## config.mk

```make
export PLATFORM = sky130hd
export DESIGN_NAME = rhs_regs
export DESIGN_NICKNAME = d
export VERILOG_FILES = /design/src/rhs_pkg.sv /design/src/rhs_regs.sv
export SDC_FILE = /design/constraint.sdc
export NUM_CORES = 1
export LEC_CHECK = 0
export BUFFER_PORTS_ARGS = -buffer_cell sky130_fd_sc_hd__buf_4
export CAP_MARGIN = 5
export CORE_ASPECT_RATIO = 1.75
export CORE_MARGIN = 3
export CORE_UTILIZATION = 30
export DETAILED_ROUTE_END_ITERATION = 16
export SLEW_MARGIN = 20
export SYNTH_ARGS = -nofsm -noshare
export SYNTH_HDL_FRONTEND = slang
export SYNTH_SLANG_ARGS = --single-unit
```

## constraint.sdc

```tcl
create_clock -name ref_clk -period 1.2 [get_ports ref_clk]
set_input_delay 0 -clock ref_clk [delete_from_list [all_inputs] [get_ports ref_clk]]
set_output_delay 0 -clock ref_clk [all_outputs]
set_load 0.1 [all_outputs]
```

## src/rhs_pkg.sv

```systemverilog
// package: root hub mask/removable and hub status register layout
package rhs_pkg;
   localparam int          RHS_NPORT           = 15;
   localparam logic [7:0]  RHS_OFS_MASK_REM    = 8'h4C;
   localparam logic [7:0]  RHS_OFS_STATUS      = 8'h50;
   localparam int          RHS_MASK_LSB        = 16;
   localparam int          RHS_REM_LSB         = 0;
   localparam int          RHS_BIT_WAKE_CLR    = 31;
   localparam int          RHS_BIT_OC_CHANGE   = 17;
   localparam int          RHS_BIT_PWR_ON      = 16;
   localparam int          RHS_BIT_WAKE_EN     = 15;
   localparam int          RHS_BIT_OC_FLAG     = 1;
   localparam int          RHS_BIT_PWR_OFF     = 0;
   localparam logic [15:0] RHS_MASK_RESET      = 16'h0000;
   localparam logic [15:0] RHS_REM_RESET       = 16'h0000;
   localparam logic [15:0] RHS_RSVD_BIT0_CLR   = 16'hFFFE;

   typedef struct packed {
      logic        wr;
      logic        rd;
      logic [7:0]  addr;
      logic [31:0] wdata;
   } rhs_req_s;

   typedef struct packed {
      logic [15:0] port_power_mask;
      logic [15:0] removable_flags;
      logic        wake_enable;
      logic        overcurrent_change;
      logic        oc_prev;
      logic [15:0] port_power;
      logic [31:0] rdata;
      logic        resume_pulse;
   } rhs_state_s;
endpackage : rhs_pkg

```

## src/rhs_regs.sv

```systemverilog
// module: root hub port mask/removable register and hub status register
//
// Operation
// - mask/removable register answers at byte offset 4Ch.
// - bits 31..16 hold port power mask; set bit means per-port control only.
// - cleared mask bit: port follows only global power on/off commands.
// - mask ignored when switching_select is 0 (global mode).
// - mask bit 0 reserved; bit n maps to downstream port n.
// - bits 15..0 removable flags; 0 removable, 1 non-removable.
// - removable flag bit 0 reserved; bit n describes port n.
// - hub status register answers at byte offset 50h.
// - hub status in lower half, status change bits in upper half.
// - overcurrent change sets on indicator change; write 1 clears.
// - global power on: all ports, or unmasked ports in per-port mode; reads 0.
// - global power off: all ports, or unmasked ports in per-port mode; reads 0.
// - with wake enable, connect change while suspended signals resume.
`timescale 1ns/1ns
module rhs_regs
   import rhs_pkg::*;
(
   input  wire logic             ref_clk,
   input  wire logic             srst,
   input  wire rhs_pkg::rhs_req_s req,
   output logic [31:0]           rdata,
   input  wire logic             switching_select,
   input  wire logic             overcurrent_in,
   input  wire logic [15:0]      port_power_on_req,
   input  wire logic [15:0]      port_power_off_req,
   input  wire logic             suspended,
   input  wire logic             connect_change,
   output logic [15:0]           port_power,
   output logic [15:0]           port_power_mask,
   output logic [15:0]           removable_flags,
   output logic                  resume_detect
);
   import rhs_pkg::*;

   rhs_state_s st_ff;
   rhs_state_s nxt_st;

   // a port takes the global command when in global mode or when unmasked
   function automatic logic [15:0] rhs_global_sel(input logic sel, input logic [15:0] mask);
      rhs_global_sel = sel ? ~mask : 16'hFFFF;
   endfunction : rhs_global_sel

   logic        wr_mask;
   logic        wr_stat;
   logic [15:0] gsel;

   always_comb begin
      wr_mask = req.wr && (req.addr == RHS_OFS_MASK_REM);
      wr_stat = req.wr && (req.addr == RHS_OFS_STATUS);
      gsel    = rhs_global_sel(switching_select, st_ff.port_power_mask);
      nxt_st  = st_ff;
      nxt_st.resume_pulse = 1'b0;
      if (wr_mask) begin
         // reserved bit 0 of both fields kept at zero
         nxt_st.port_power_mask = req.wdata[RHS_MASK_LSB +: 16] & RHS_RSVD_BIT0_CLR;
         nxt_st.removable_flags = req.wdata[RHS_REM_LSB +: 16] & RHS_RSVD_BIT0_CLR;
      end
      // per-port commands act only on masked ports in per-port mode
      nxt_st.port_power = (st_ff.port_power | (port_power_on_req & ~gsel))
                          & ~(port_power_off_req & ~gsel);
      if (wr_stat && req.wdata[RHS_BIT_PWR_ON])
         nxt_st.port_power = nxt_st.port_power | (gsel & RHS_RSVD_BIT0_CLR);
      if (wr_stat && req.wdata[RHS_BIT_PWR_OFF])
         nxt_st.port_power = nxt_st.port_power & ~gsel;
      if (wr_stat && req.wdata[RHS_BIT_WAKE_EN])
         nxt_st.wake_enable = 1'b1;
      if (wr_stat && req.wdata[RHS_BIT_WAKE_CLR])
         nxt_st.wake_enable = 1'b0;
      nxt_st.oc_prev = overcurrent_in;
      // set wins over a same-cycle clear so no change is lost
      if (wr_stat && req.wdata[RHS_BIT_OC_CHANGE])
         nxt_st.overcurrent_change = 1'b0;
      if (overcurrent_in != st_ff.oc_prev)
         nxt_st.overcurrent_change = 1'b1;
      nxt_st.resume_pulse = st_ff.wake_enable && suspended && connect_change;
      nxt_st.rdata = 32'h0000_0000;
      if (req.rd && req.addr == RHS_OFS_MASK_REM)
         nxt_st.rdata = {st_ff.port_power_mask, st_ff.removable_flags};
      else if (req.rd && req.addr == RHS_OFS_STATUS) begin
         // command bits 31,16,0 read zero; change bits sit in the upper half
         nxt_st.rdata[RHS_BIT_OC_CHANGE] = st_ff.overcurrent_change;
         nxt_st.rdata[RHS_BIT_WAKE_EN]   = st_ff.wake_enable;
         nxt_st.rdata[RHS_BIT_OC_FLAG]   = st_ff.oc_prev;
      end
   end

   always_ff @(posedge ref_clk) begin
      if (srst) begin
         st_ff.port_power_mask    <= RHS_MASK_RESET;
         st_ff.removable_flags    <= RHS_REM_RESET;
         st_ff.wake_enable        <= 1'b0;
         st_ff.overcurrent_change <= 1'b0;
         st_ff.oc_prev            <= 1'b0;
         st_ff.port_power         <= 16'h0000;
         st_ff.rdata              <= 32'h0000_0000;
         st_ff.resume_pulse       <= 1'b0;
      end else begin
         st_ff <= nxt_st;
      end
   end

   assign rdata           = st_ff.rdata;
   assign port_power      = st_ff.port_power;
   assign port_power_mask = st_ff.port_power_mask;
   assign removable_flags = st_ff.removable_flags;
   assign resume_detect   = st_ff.resume_pulse;

   property p_oc_set;
      @(posedge ref_clk) disable iff (srst)
      (overcurrent_in != $past(overcurrent_in)) |=> st_ff.overcurrent_change;
   endproperty
   a_oc_set: assert property (p_oc_set) else $error("overcurrent change not set");

   property p_oc_clr;
      @(posedge ref_clk) disable iff (srst)
      (wr_stat && req.wdata[RHS_BIT_OC_CHANGE] && overcurrent_in == st_ff.oc_prev)
      |=> !st_ff.overcurrent_change;
   endproperty
   a_oc_clr: assert property (p_oc_clr) else $error("overcurrent change not cleared");

   property p_pwr_on_global;
      @(posedge ref_clk) disable iff (srst)
      (wr_stat && req.wdata[RHS_BIT_PWR_ON] && !req.wdata[RHS_BIT_PWR_OFF] && !switching_select)
      |=> port_power == RHS_RSVD_BIT0_CLR;
   endproperty
   a_pwr_on_global: assert property (p_pwr_on_global) else $error("global on failed");

   property p_pwr_off_global;
      @(posedge ref_clk) disable iff (srst)
      (wr_stat && req.wdata[RHS_BIT_PWR_OFF] && !switching_select) |=> port_power == 16'h0000;
   endproperty
   a_pwr_off_global: assert property (p_pwr_off_global) else $error("global off failed");

   property p_masked_keep;
      @(posedge ref_clk) disable iff (srst)
      (wr_stat && switching_select && port_power_on_req == 16'h0000
       && port_power_off_req == 16'h0000)
      |=> ((port_power ^ $past(port_power)) & $past(st_ff.port_power_mask)) == 16'h0000;
   endproperty
   a_masked_keep: assert property (p_masked_keep) else $error("masked port changed");

   property p_rsvd_bit0;
      @(posedge ref_clk) disable iff (srst)
      1'b1 |-> !port_power_mask[0] && !removable_flags[0];
   endproperty
   a_rsvd_bit0: assert property (p_rsvd_bit0) else $error("reserved bit 0 set");

   property p_cmd_read_zero;
      @(posedge ref_clk) disable iff (srst)
      (req.rd && req.addr == RHS_OFS_STATUS)
      |=> !rdata[RHS_BIT_PWR_ON] && !rdata[RHS_BIT_PWR_OFF] && !rdata[RHS_BIT_WAKE_CLR];
   endproperty
   a_cmd_read_zero: assert property (p_cmd_read_zero) else $error("command bit read 1");

   property p_resume;
      @(posedge ref_clk) disable iff (srst)
      (st_ff.wake_enable && suspended && connect_change) |=> resume_detect ##1 !resume_detect[*1];
   endproperty
   a_resume: assert property (p_resume) else $error("resume not signalled");

   property p_mask_read;
      @(posedge ref_clk) disable iff (srst)
      (req.rd && req.addr == RHS_OFS_MASK_REM && !wr_mask)
      |=> rdata == {port_power_mask, removable_flags};
   endproperty
   a_mask_read: assert property (p_mask_read) else $error("mask read mismatch");

   property p_wake_set;
      @(posedge ref_clk) disable iff (srst)
      (wr_stat && req.wdata[RHS_BIT_WAKE_EN] && !req.wdata[RHS_BIT_WAKE_CLR])
      |=> st_ff.wake_enable;
   endproperty
   a_wake_set: assert property (p_wake_set) else $error("wake enable not set");

   property p_wake_clr;
      @(posedge ref_clk) disable iff (srst)
      (wr_stat && req.wdata[RHS_BIT_WAKE_CLR]) |=> !st_ff.wake_enable;
   endproperty
   a_wake_clr: assert property (p_wake_clr) else $error("wake not cleared");

   property p_no_resume;
      @(posedge ref_clk) disable iff (srst)
      !(st_ff.wake_enable && suspended && connect_change) |=> !resume_detect;
   endproperty
   a_no_resume: assert property (p_no_resume) else $error("stray resume");

   // a steady indicator leaves the change flag alone unless software clears it
   property p_oc_hold;
      @(posedge ref_clk) disable iff (srst)
      (overcurrent_in == st_ff.oc_prev && !(wr_stat && req.wdata[RHS_BIT_OC_CHANGE]))
      |=> st_ff.overcurrent_change == $past(st_ff.overcurrent_change);
   endproperty
   a_oc_hold: assert property (p_oc_hold) else $error("overcurrent change moved");

   property p_status_read;
      @(posedge ref_clk) disable iff (srst)
      (req.rd && req.addr == RHS_OFS_STATUS)
      |=> rdata[RHS_BIT_OC_CHANGE] == $past(st_ff.overcurrent_change)
          && rdata[RHS_BIT_WAKE_EN] == $past(st_ff.wake_enable);
   endproperty
   a_status_read: assert property (p_status_read) else $error("status bits wrong");

   // per-port commands carry no weight while switching is global
   property p_global_hold;
      @(posedge ref_clk) disable iff (srst)
      (!switching_select && !wr_stat) |=> port_power == $past(port_power);
   endproperty
   a_global_hold: assert property (p_global_hold) else $error("global power moved");

   property p_unmasked_hold;
      @(posedge ref_clk) disable iff (srst)
      (switching_select && !wr_stat)
      |=> ((port_power ^ $past(port_power)) & ~$past(st_ff.port_power_mask)) == 16'h0000;
   endproperty
   a_unmasked_hold: assert property (p_unmasked_hold) else $error("unmasked moved");

   // partial decode would let a neighbour offset alias onto these registers
   property p_unmapped_wr;
      @(posedge ref_clk) disable iff (srst)
      (req.wr && req.addr != RHS_OFS_MASK_REM && req.addr != RHS_OFS_STATUS)
      |=> port_power_mask == $past(port_power_mask)
          && removable_flags == $past(removable_flags)
          && st_ff.wake_enable == $past(st_ff.wake_enable);
   endproperty
   a_unmapped_wr: assert property (p_unmapped_wr) else $error("stray write");

   c_oc: cover property (@(posedge ref_clk) disable iff (srst) st_ff.overcurrent_change);
   c_resume: cover property (@(posedge ref_clk) disable iff (srst) resume_detect);
   c_perport: cover property (@(posedge ref_clk) disable iff (srst)
                              wr_stat && switching_select && req.wdata[RHS_BIT_PWR_ON]);
   c_wake_clr: cover property (@(posedge ref_clk) disable iff (srst)
                               wr_stat && req.wdata[RHS_BIT_WAKE_CLR]);
   c_on_off: cover property (@(posedge ref_clk) disable iff (srst)
                             wr_stat && req.wdata[RHS_BIT_PWR_ON] && req.wdata[RHS_BIT_PWR_OFF]);
endmodule : rhs_regs

```

; ---- Word-level counts from Yosys, hierarchy flattened
; Index checks and enable logic that the tools add are counted.
[op_classes]
n_mux = 11
n_eq_ne = 3
n_reduce_logical = 14
n_bitwise = 10
[ops]
columns = op, n
row1 = $and A16 B16 Y16, 4
row2 = $mux W16, 3
row3 = $not A16 Y16, 3
row4 = $or A16 B16 Y16, 2
row5 = $eq A8 B7 Y1 const B, 2
row6 = $logic_and A1 B1 Y1, 11
row7 = $mux W1, 8
row8 = $reduce_or A2 Y1, 2
row9 = $reduce_bool A2 Y1, 1
row10 = $ne A1 B1 Y1, 1
row11 = $not A1 Y1, 1
[word_totals]
wordCells = 47
input_bits = 80
regBits = 80
output_inout_bits = 81

; ---- Depth between registers and ports, before layout
; Gate-level depths: netlist of the first run.
[logic_depth]
word_depth = 10
mapped_depth = 5
mapped_depth_nobuf = 4

; ---- Least setup slack after synthesis of the first run
; No wires, ideal clock.
[synth_path]
kind = input -> register
start = input port req[35] (netlist name)
end = register port_power[10] (netlist name)
setup_time_ns = 0.121
n_path_buf = 1
arrival_ns = 0.864
required_ns = 1.079
path_stages = 5
slack_ns = 0.215
path_cell_list = nor3b_4 -> nand4_4 -> buf_6 -> o21ai_0 -> o21ai_1
[synth_via]
elab_chain_len = 6
word_cells_on_any_way = 7
classes_between = 1 x eq/ne / 2 x mux / 1 x bitwise / 3 x reduce/logical
[synth_rtl]
columns = element, line_no
row1 = start: declaration, rhs_regs.sv:23  ; input wire rhs_pkg::rhs_req_s req,
row2 = $eq A8 B7 Y1 (*), rhs_regs.sv:52  ; wr_stat = req.wr && (req.addr == RHS_OFS_STATUS);
row3 = $logic_and A1 B1 Y1 (*), rhs_regs.sv:52
row4 = $logic_and A1 B1 Y1, rhs_regs.sv:64  ; if (wr_stat && req.wdata[RHS_BIT_PWR_ON])
row5 = $mux W16, rhs_regs.sv:64
row6 = $and A16 B16 Y16, rhs_regs.sv:67  ; nxt_st.port_power = nxt_st.port_power & ~gsel;
row7 = $mux W16 (*), rhs_regs.sv:66  ; if (wr_stat && req.wdata[RHS_BIT_PWR_OFF])
; Every way passes the cells marked *; elsewhere a longest branch is shown, timed or not.
; A chain may end at the register's enable or synchronous reset.

; ---- Worst setup path in the final report of the first run
[layout_path]
start = register port_power_mask[13] (netlist name)
end = output port port_power_mask[13]
[layout_lines]
columns = element, line_no
row1 = end: declaration, rhs_regs.sv:32  ; output logic [15:0] port_power_mask,
; No word-level cell between the ends.

==> impl_results.md, run 1 <==
- Post-CTS Repair Setup Buffers: 0
- Crit path max-delay family: flip-flops
- Buf+Inv Stages, Crit Path: 1
- Arr. time, crit path: 1.11 ns
- Register area share after synthesis: 44.8%
- TritonRoute pass-1 iters: 4
- Die Area: 13,200 um2
- Final hold vios: 0
- Finish-stage setup viols: 0
- Netlist cell types: 37
- Initial drt markers: 76
- Synthesized area: 3530 um2
- Minimum clock period after layout: 1.11 ns
- Clock Skew: 0.00602 ns
- Slowest CP cell: dfxtp_1
- Max-Cap Viols: 0
- Status: finished clean
- Total CTS buffers: 9
- Critical Path Start Type: flop
- Antenna-violating nets left: 0
- Setup TNS: 0 ns
- Worst-path maximum fanout: 5
- Met3 Usage GRT: 4.02%
- Placed instance count: 602
- Via count: 3,087
- Ys flop type: dfxtp_1
- Fraction of layout cells with a size suffix above 1: 35.9%
- R2R Setup Slk: 0.14 ns
- Worst Hold Launch: port_power_on_req[10]
- Async S/R FF share, synth: 0%
- Met1 GRT Util: 17.1%
- GRT overflow: 0
- Initial Util: 31.3%
- Port Buf Inserts: 153
- Post-Synth XOR/XNOR Area: 0.248%
- Total GRT Usage: 15.8%
- Synthesized-area fraction occupied by adder cells: 0%
- Post-synthesis compound-gate area fraction: 15.8%
- Post-Synth Simple-Gate Area: 19.0%
- H-tree levels: 3
- Setup crit end kind: output pin
- Post-Syn Area per Cell: 8.87 um2
- First-pass GRT wire length: 15.8 mm
- Mapped Cells: 398
- Clock sinks: 79
- Core ar.: 11,300 um2
- Synth top area cells: dfxtp_1, buf_4, and2_1
- Total power: 0.00611 W
- Reg2reg start: port_power_mask[13]
- Worst EP required: 1.20 ns
- Crit Path Category: flop to output pin
- CP startpoint: port_power_mask[13]
- Initial antenna violation count: 0
- Dpl hpwl: 7.48 mm
- GR Util met2: 28.6%
- Max Slew Vio Count: 0
- Die Y: 149 um
- Per-cell routed wire length: 15.6 um
- Peak VDD IR: 640 uV
- Synth area leader: dfxtp_1
- Synthesis Warnings: 0
- Number of core rows: 51
- RSZ-0062 raised after global routing: false
- Final worst slack: 0.0861 ns
- Largest family of logic cells by synthesized area: buffers and inverters
- Power per Cell Area: 1190 nW/um2
- Worst min path class: input port to flop
- GRT busiest layer: met2
- Area growth syn-to-layout: 44.8%
- Synthesis-stage register bit count: 79
- Vias in the first global route: 3,207
- Worst-path clk slew: 0.06 ns
- Via density: 4.63
- WL final: 10.4 mm
- CP cell instances: buf_4
- Top cell type's share of synthesized area: 44.8%
- Post-synth EDFFs: 0
- GP Congestion: 0.775
- Leak pwr: 2.22 nW
- CTS root buf: clkbuf_16
- Antenna cells: 0
- Max incr delay on CP: 0.44 ns
- Fin nets: 610
- Detailed-route DRC error count: 0
- Ports: 161
- Clock buffer depth: 2
- Post-Layout Cell Count: 667
- Mux contribution to synthesized area: 0%
- Final period util: 92.8%
- Dpl ws: -0.0728 ns
- Worst-Skew Late Latency: 0.33 ns
- CTS tree: yes
- Max frequency: 898 MHz
- Largest net degree at the start of global routing: 31
- Die Wd: 88.0 um
-- worst reg2reg max path: cells and delay by family, from the launching register on --
family	cells	cell delay [ns]
DFF	1	0.37
AOI/OAI and AO/OA	3	0.42
and+or+nand+nor	1	0.19
-- path summary, 6_finish.rpt --
check	to	depth (start not counted)
worst max-delay path	port_power_mask[13]	1
worst max register to register	port_power[13]	4
worst min-delay path	port_power[10]	5
worst min register to register	removable_flags[5]	2
-- Yosys cell counts (2+ instances only) --
master    number
buf_4         83
dfxtp_1       79
nand2_1       62
and2_1        41
a21oi_1       31
o21ai_0       19
a31oi_1       15
a211oi_1      14
clkbuf_1      11
o21ai_1       10
a22o_1         3
nor2b_1        3
buf_6          2
clkbuf_2       2
-- placed cells by master (no fill, tap or decap), drive strengths merged, types with 3 or more instances in the layout --
| master | netlist | final |
|---|---|---|
| buf | 87 | 168 |
| a211oi | 14 | 14 |
| a31oi | 15 | 15 |
| nand2 | 62 | 62 |
| and2 | 42 | 42 |
| o21ai | 29 | 29 |
| clkbuf | 13 | 11 |
| a21oi | 31 | 31 |
| dlygate4sd3 | 0 | 49 |
| a22o | 3 | 3 |
| nor2b | 3 | 3 |
| conb | 1 | 5 |
| dfxtp | 79 | 79 |
-- state kept, by name, summed over array words and instances (netlist names) --
signal           count
removable_flags     15
port_power_mask     15
resume_detect        1
port_power          15
st_ff                3
rdata               30
-- power by group --
part | internal [W] | switching (W) | leakage (nW)
Combinational | 0.000296 | 0.000229 | 1.43
Clock | 0.00188 | 0.00107 | 0.156
Sequential | 0.00263 | 0.00000464 | 0.637
Total | 0.00480 | 0.00130 | 2.22
-- area by class of cell --
class | instances | area (um2)
multi-input combinational | 223 | 1260
fill | 1099 | 6180
timing repair buffer | 217 | 1780
tap | 132 | 165
clock inverter | 5 | 81.3
sequential | 79 | 1580
clock buffer | 11 | 243
-- cell families (layout without fill, tap and decap cells) --
logic type             count (synthesis)  count (layout)
other                                  1               5
AND/OR/NAND/NOR                      121             121
AO/OA/AOI/OAI                         96              96
XOR/XNOR                               1               1
flip-flops                            79              79
buffers and inverters                100             233
-- repair_timing --
action | in CTS | in global routing
gates resized for setup | 0 | 1
setup endpoints to repair | 0 | 1
hold endpoints to repair | 49 | 1
hold buffers | 49 | 1
-- stage by stage --
stage / util, % / hold WS [ns] / instance area (um2)
floorplan: - / 0.110 / 3540
global placement: 38.0 / 0.220 / 4300
detailed placement: 38.0 / 0.224 / 4300
CTS: 45.2 / 0.134 / 5110
global route: 45.3 / 0.167 / 5110
finish: 45.3 / 0.144 / 5110
-- layer usage --
metal,share of wire [%],vias to the layer above
li1,-,1521
met1,38,1431
met2,53,117
met3,6.1,18
met4,2.6,0
met5,0,-
No activity file was read; power rests on OpenSTA's default activity.
==> run 2, diff against run 1 <==
==> constraint.sdc (replaced) <==
create_clock -name ref_clk -period 1.3 [get_ports ref_clk]
set_input_delay 0 -clock ref_clk [delete_from_list [all_inputs] [get_ports ref_clk]]
set_output_delay 0 -clock ref_clk [all_outputs]
set_load 0.1 [all_outputs]
==> impl_results.md, run 2 (synthesis results as in run 1) <==
- Fillers: 1,084 (was 1,099)
- Clock buffer depth: 2 (unchanged)
- Per-cell routed wire length: 14.8 um (was 15.6 um)
- Commonest non-fill, non-tap cell in the layout: buf_4 (unchanged)
- Worst EP required: 1.51 ns (was 1.20 ns)
- Finish-stage setup viols: 0 (unchanged)
- WL final: 9.77 mm (was 10.4 mm)
- Max-Cap Viols: 0 (unchanged)
- Peak VDD IR: 587 uV (was 640 uV)
- Final worst slack: 0.112 ns (was 0.0861 ns)
- Critical Path Start Type: flop (unchanged)
- Largest net degree at the start of global routing: 31 (unchanged)
- First-pass GRT wire length: 14.9 mm (was 15.8 mm)
- Largest register FFs: 30 (unchanged)
- Final Core Density: 44.8% (was 45.3%)
- CP cell instances: and4b_1, dlygate4sd3_1 (was buf_4)
- Vias in the first global route: 3,026 (was 3,207)
- Setup crit end kind: flop (was output pin)
- Minimum clock period after layout: 1.19 ns
- CTS root buf: clkbuf_16 (unchanged)
- Ports: 161 (unchanged)
- Initial antenna violation count: 0 (unchanged)
- Placed instance count: 598 (was 602)
- Via count: 3,036 (was 3,087)
- Core ar.: 11,300 um2 (unchanged)
- Post-Layout Cell Count: 660 (was 667)
- Post-CTS Repair Setup Buffers: 0 (unchanged)
- Max incr delay on CP: 0.54 ns (was 0.44 ns)
- H-tree levels: 3 (unchanged)
- Worst-Skew Late Latency: 0.32 ns (was 0.33 ns)
- Max Slew Vio Count: 0 (unchanged)
- Dpl ws: -0.0369 ns (was -0.0728 ns)
- Antenna cells: 0 (unchanged)
- RSZ-0062 raised after global routing: false (unchanged)
- Die Y: 149 um (unchanged)
- Power per Cell Area: 1090 nW/um2 (was 1190 nW/um2)
- Initial Util: 31.3% (unchanged)
- Total GRT Usage: 14.9% (was 15.8%)
- GRT overflow: 0 (unchanged)
- Die Area: 13,200 um2 (unchanged)
- Detailed-route DRC error count: 0 (unchanged)
- Worst min path class: input port to flop (unchanged)
- Fraction of layout cells with a size suffix above 1: 35.2% (was 35.9%)
- Setup TNS: 0 ns (unchanged)
- Dpl hpwl: 7.06 mm (was 7.48 mm)
- Most flops, register: rdata (unchanged)
- Total CTS buffers: 9 (unchanged)
- Port Buf Inserts: 153 (unchanged)
- Commonest non-fill, non-tap cells in the layout: buf_4, dfxtp_1, nand2_1 (unchanged)
- Crit Path Category: flop to flop (was flop to output pin)
- Status: finished clean (unchanged)
- Max frequency: 842 MHz
- Final period util: 91.4%
- CTS tree: yes (unchanged)
- Slowest CP cell: dlygate4sd3_1 (was dfxtp_1)
- Area growth syn-to-layout: 43.4% (was 44.8%)
- TritonRoute pass-1 iters: 4 (unchanged)
- Number of core rows: 51 (unchanged)
- Via density: 4.60 (was 4.63)
- Initial drt markers: 69 (was 76)
- Worst-path clk slew: 0.06 ns (about the same)
- Clock Skew: 0.00574 ns (was 0.00602 ns)
- Clock sinks: 79 (unchanged)
- Final hold vios: 0 (unchanged)
- Worst-path maximum fanout: 3 (was 5)
- Buf+Inv Stages, Crit Path: 1 (unchanged)
- Leak pwr: 2.19 nW (was 2.22 nW)
- Crit path max-delay family: buffers and inverters (was flip-flops)
- Die Wd: 88.0 um (unchanged)
- Fin nets: 605 (was 610)
- Antenna-violating nets left: 0 (unchanged)
- Arr. time, crit path: 1.40 ns (was 1.11 ns)
- GP Congestion: 0.737 (was 0.775)
run 2: cell count changes in the layout (fill, tap and decap cells not counted), sizes merged:
cell	previous run	this run
clkinv	2	1
dlygate4sd3	49	48
buf	168	164
clkbuf	11	10
run 2: metrics by stage:
stage / hold WS [ns] / total power, W / area [um2]
final: 0.0148 / 0.00549 / 5060
after global routing: 0.0140 / 0.00571 / 5060
after CTS: 0.137 / 0.00557 / 5070
after detailed placement: 0.233 / 0.00285 / 4280
after global placement: 0.224 / 0.00284 / 4280
after floorplan: 0.110 / 0.00264 / 3540
run 2: metal layers:
metal  track usage (%)  vias up  part of all wire [%]
li1                  -     1511                     -
met1              16.1     1399                    40
met2              27.0      114                    53
met3              3.91       12                   5.4
met4              5.61        0                   1.9
met5                 0        -                     0
run 2: path summary, 6_finish.rpt:
path	start	end	slack (ns)	depth (start not counted)
max	st_ff[51]	resume_detect	0.11	2
min	port_power_off_req[14]	port_power[14]	0.01	4
max reg2reg	st_ff[51]	resume_detect	0.11	2
min reg2reg	st_ff[50]	st_ff[50]	0.47	2
run 2: what timing repair did:
item	4_1_cts	5_1_grt
resized for setup	0	1
hold buffers	49	0
hold endpoints to repair	49	0
setup endpoints to repair	0	1
run 2: where the power goes:
group	leakage, nW	internal [W]	switching (W)
Clock	0.144	0.00166	0.000928
Sequential	0.637	0.00243	0.00000430
Combinational	1.41	0.000268	0.000207
run 2: cell type report:
| cell class | instances | area [um2] | area share (%) |
|---|---|---|---|
| clock buffers | 10 | 229 | 4.52 |
| clock inverters | 4 | 72.6 | 1.43 |
| multi-input cells | 223 | 1260 | 24.9 |
| flip-flops and latches | 79 | 1580 | 31.3 |
| well taps | 132 | 165 | 3.26 |
| repair buffers | 212 | 1750 | 34.6 |
run 2: worst reg2reg max path, cell delays in order, from the launching register on:
cell and delay (ns):
dfxtp_1 0.33, and4b_1 0.20, dlygate4sd3_1 0.54
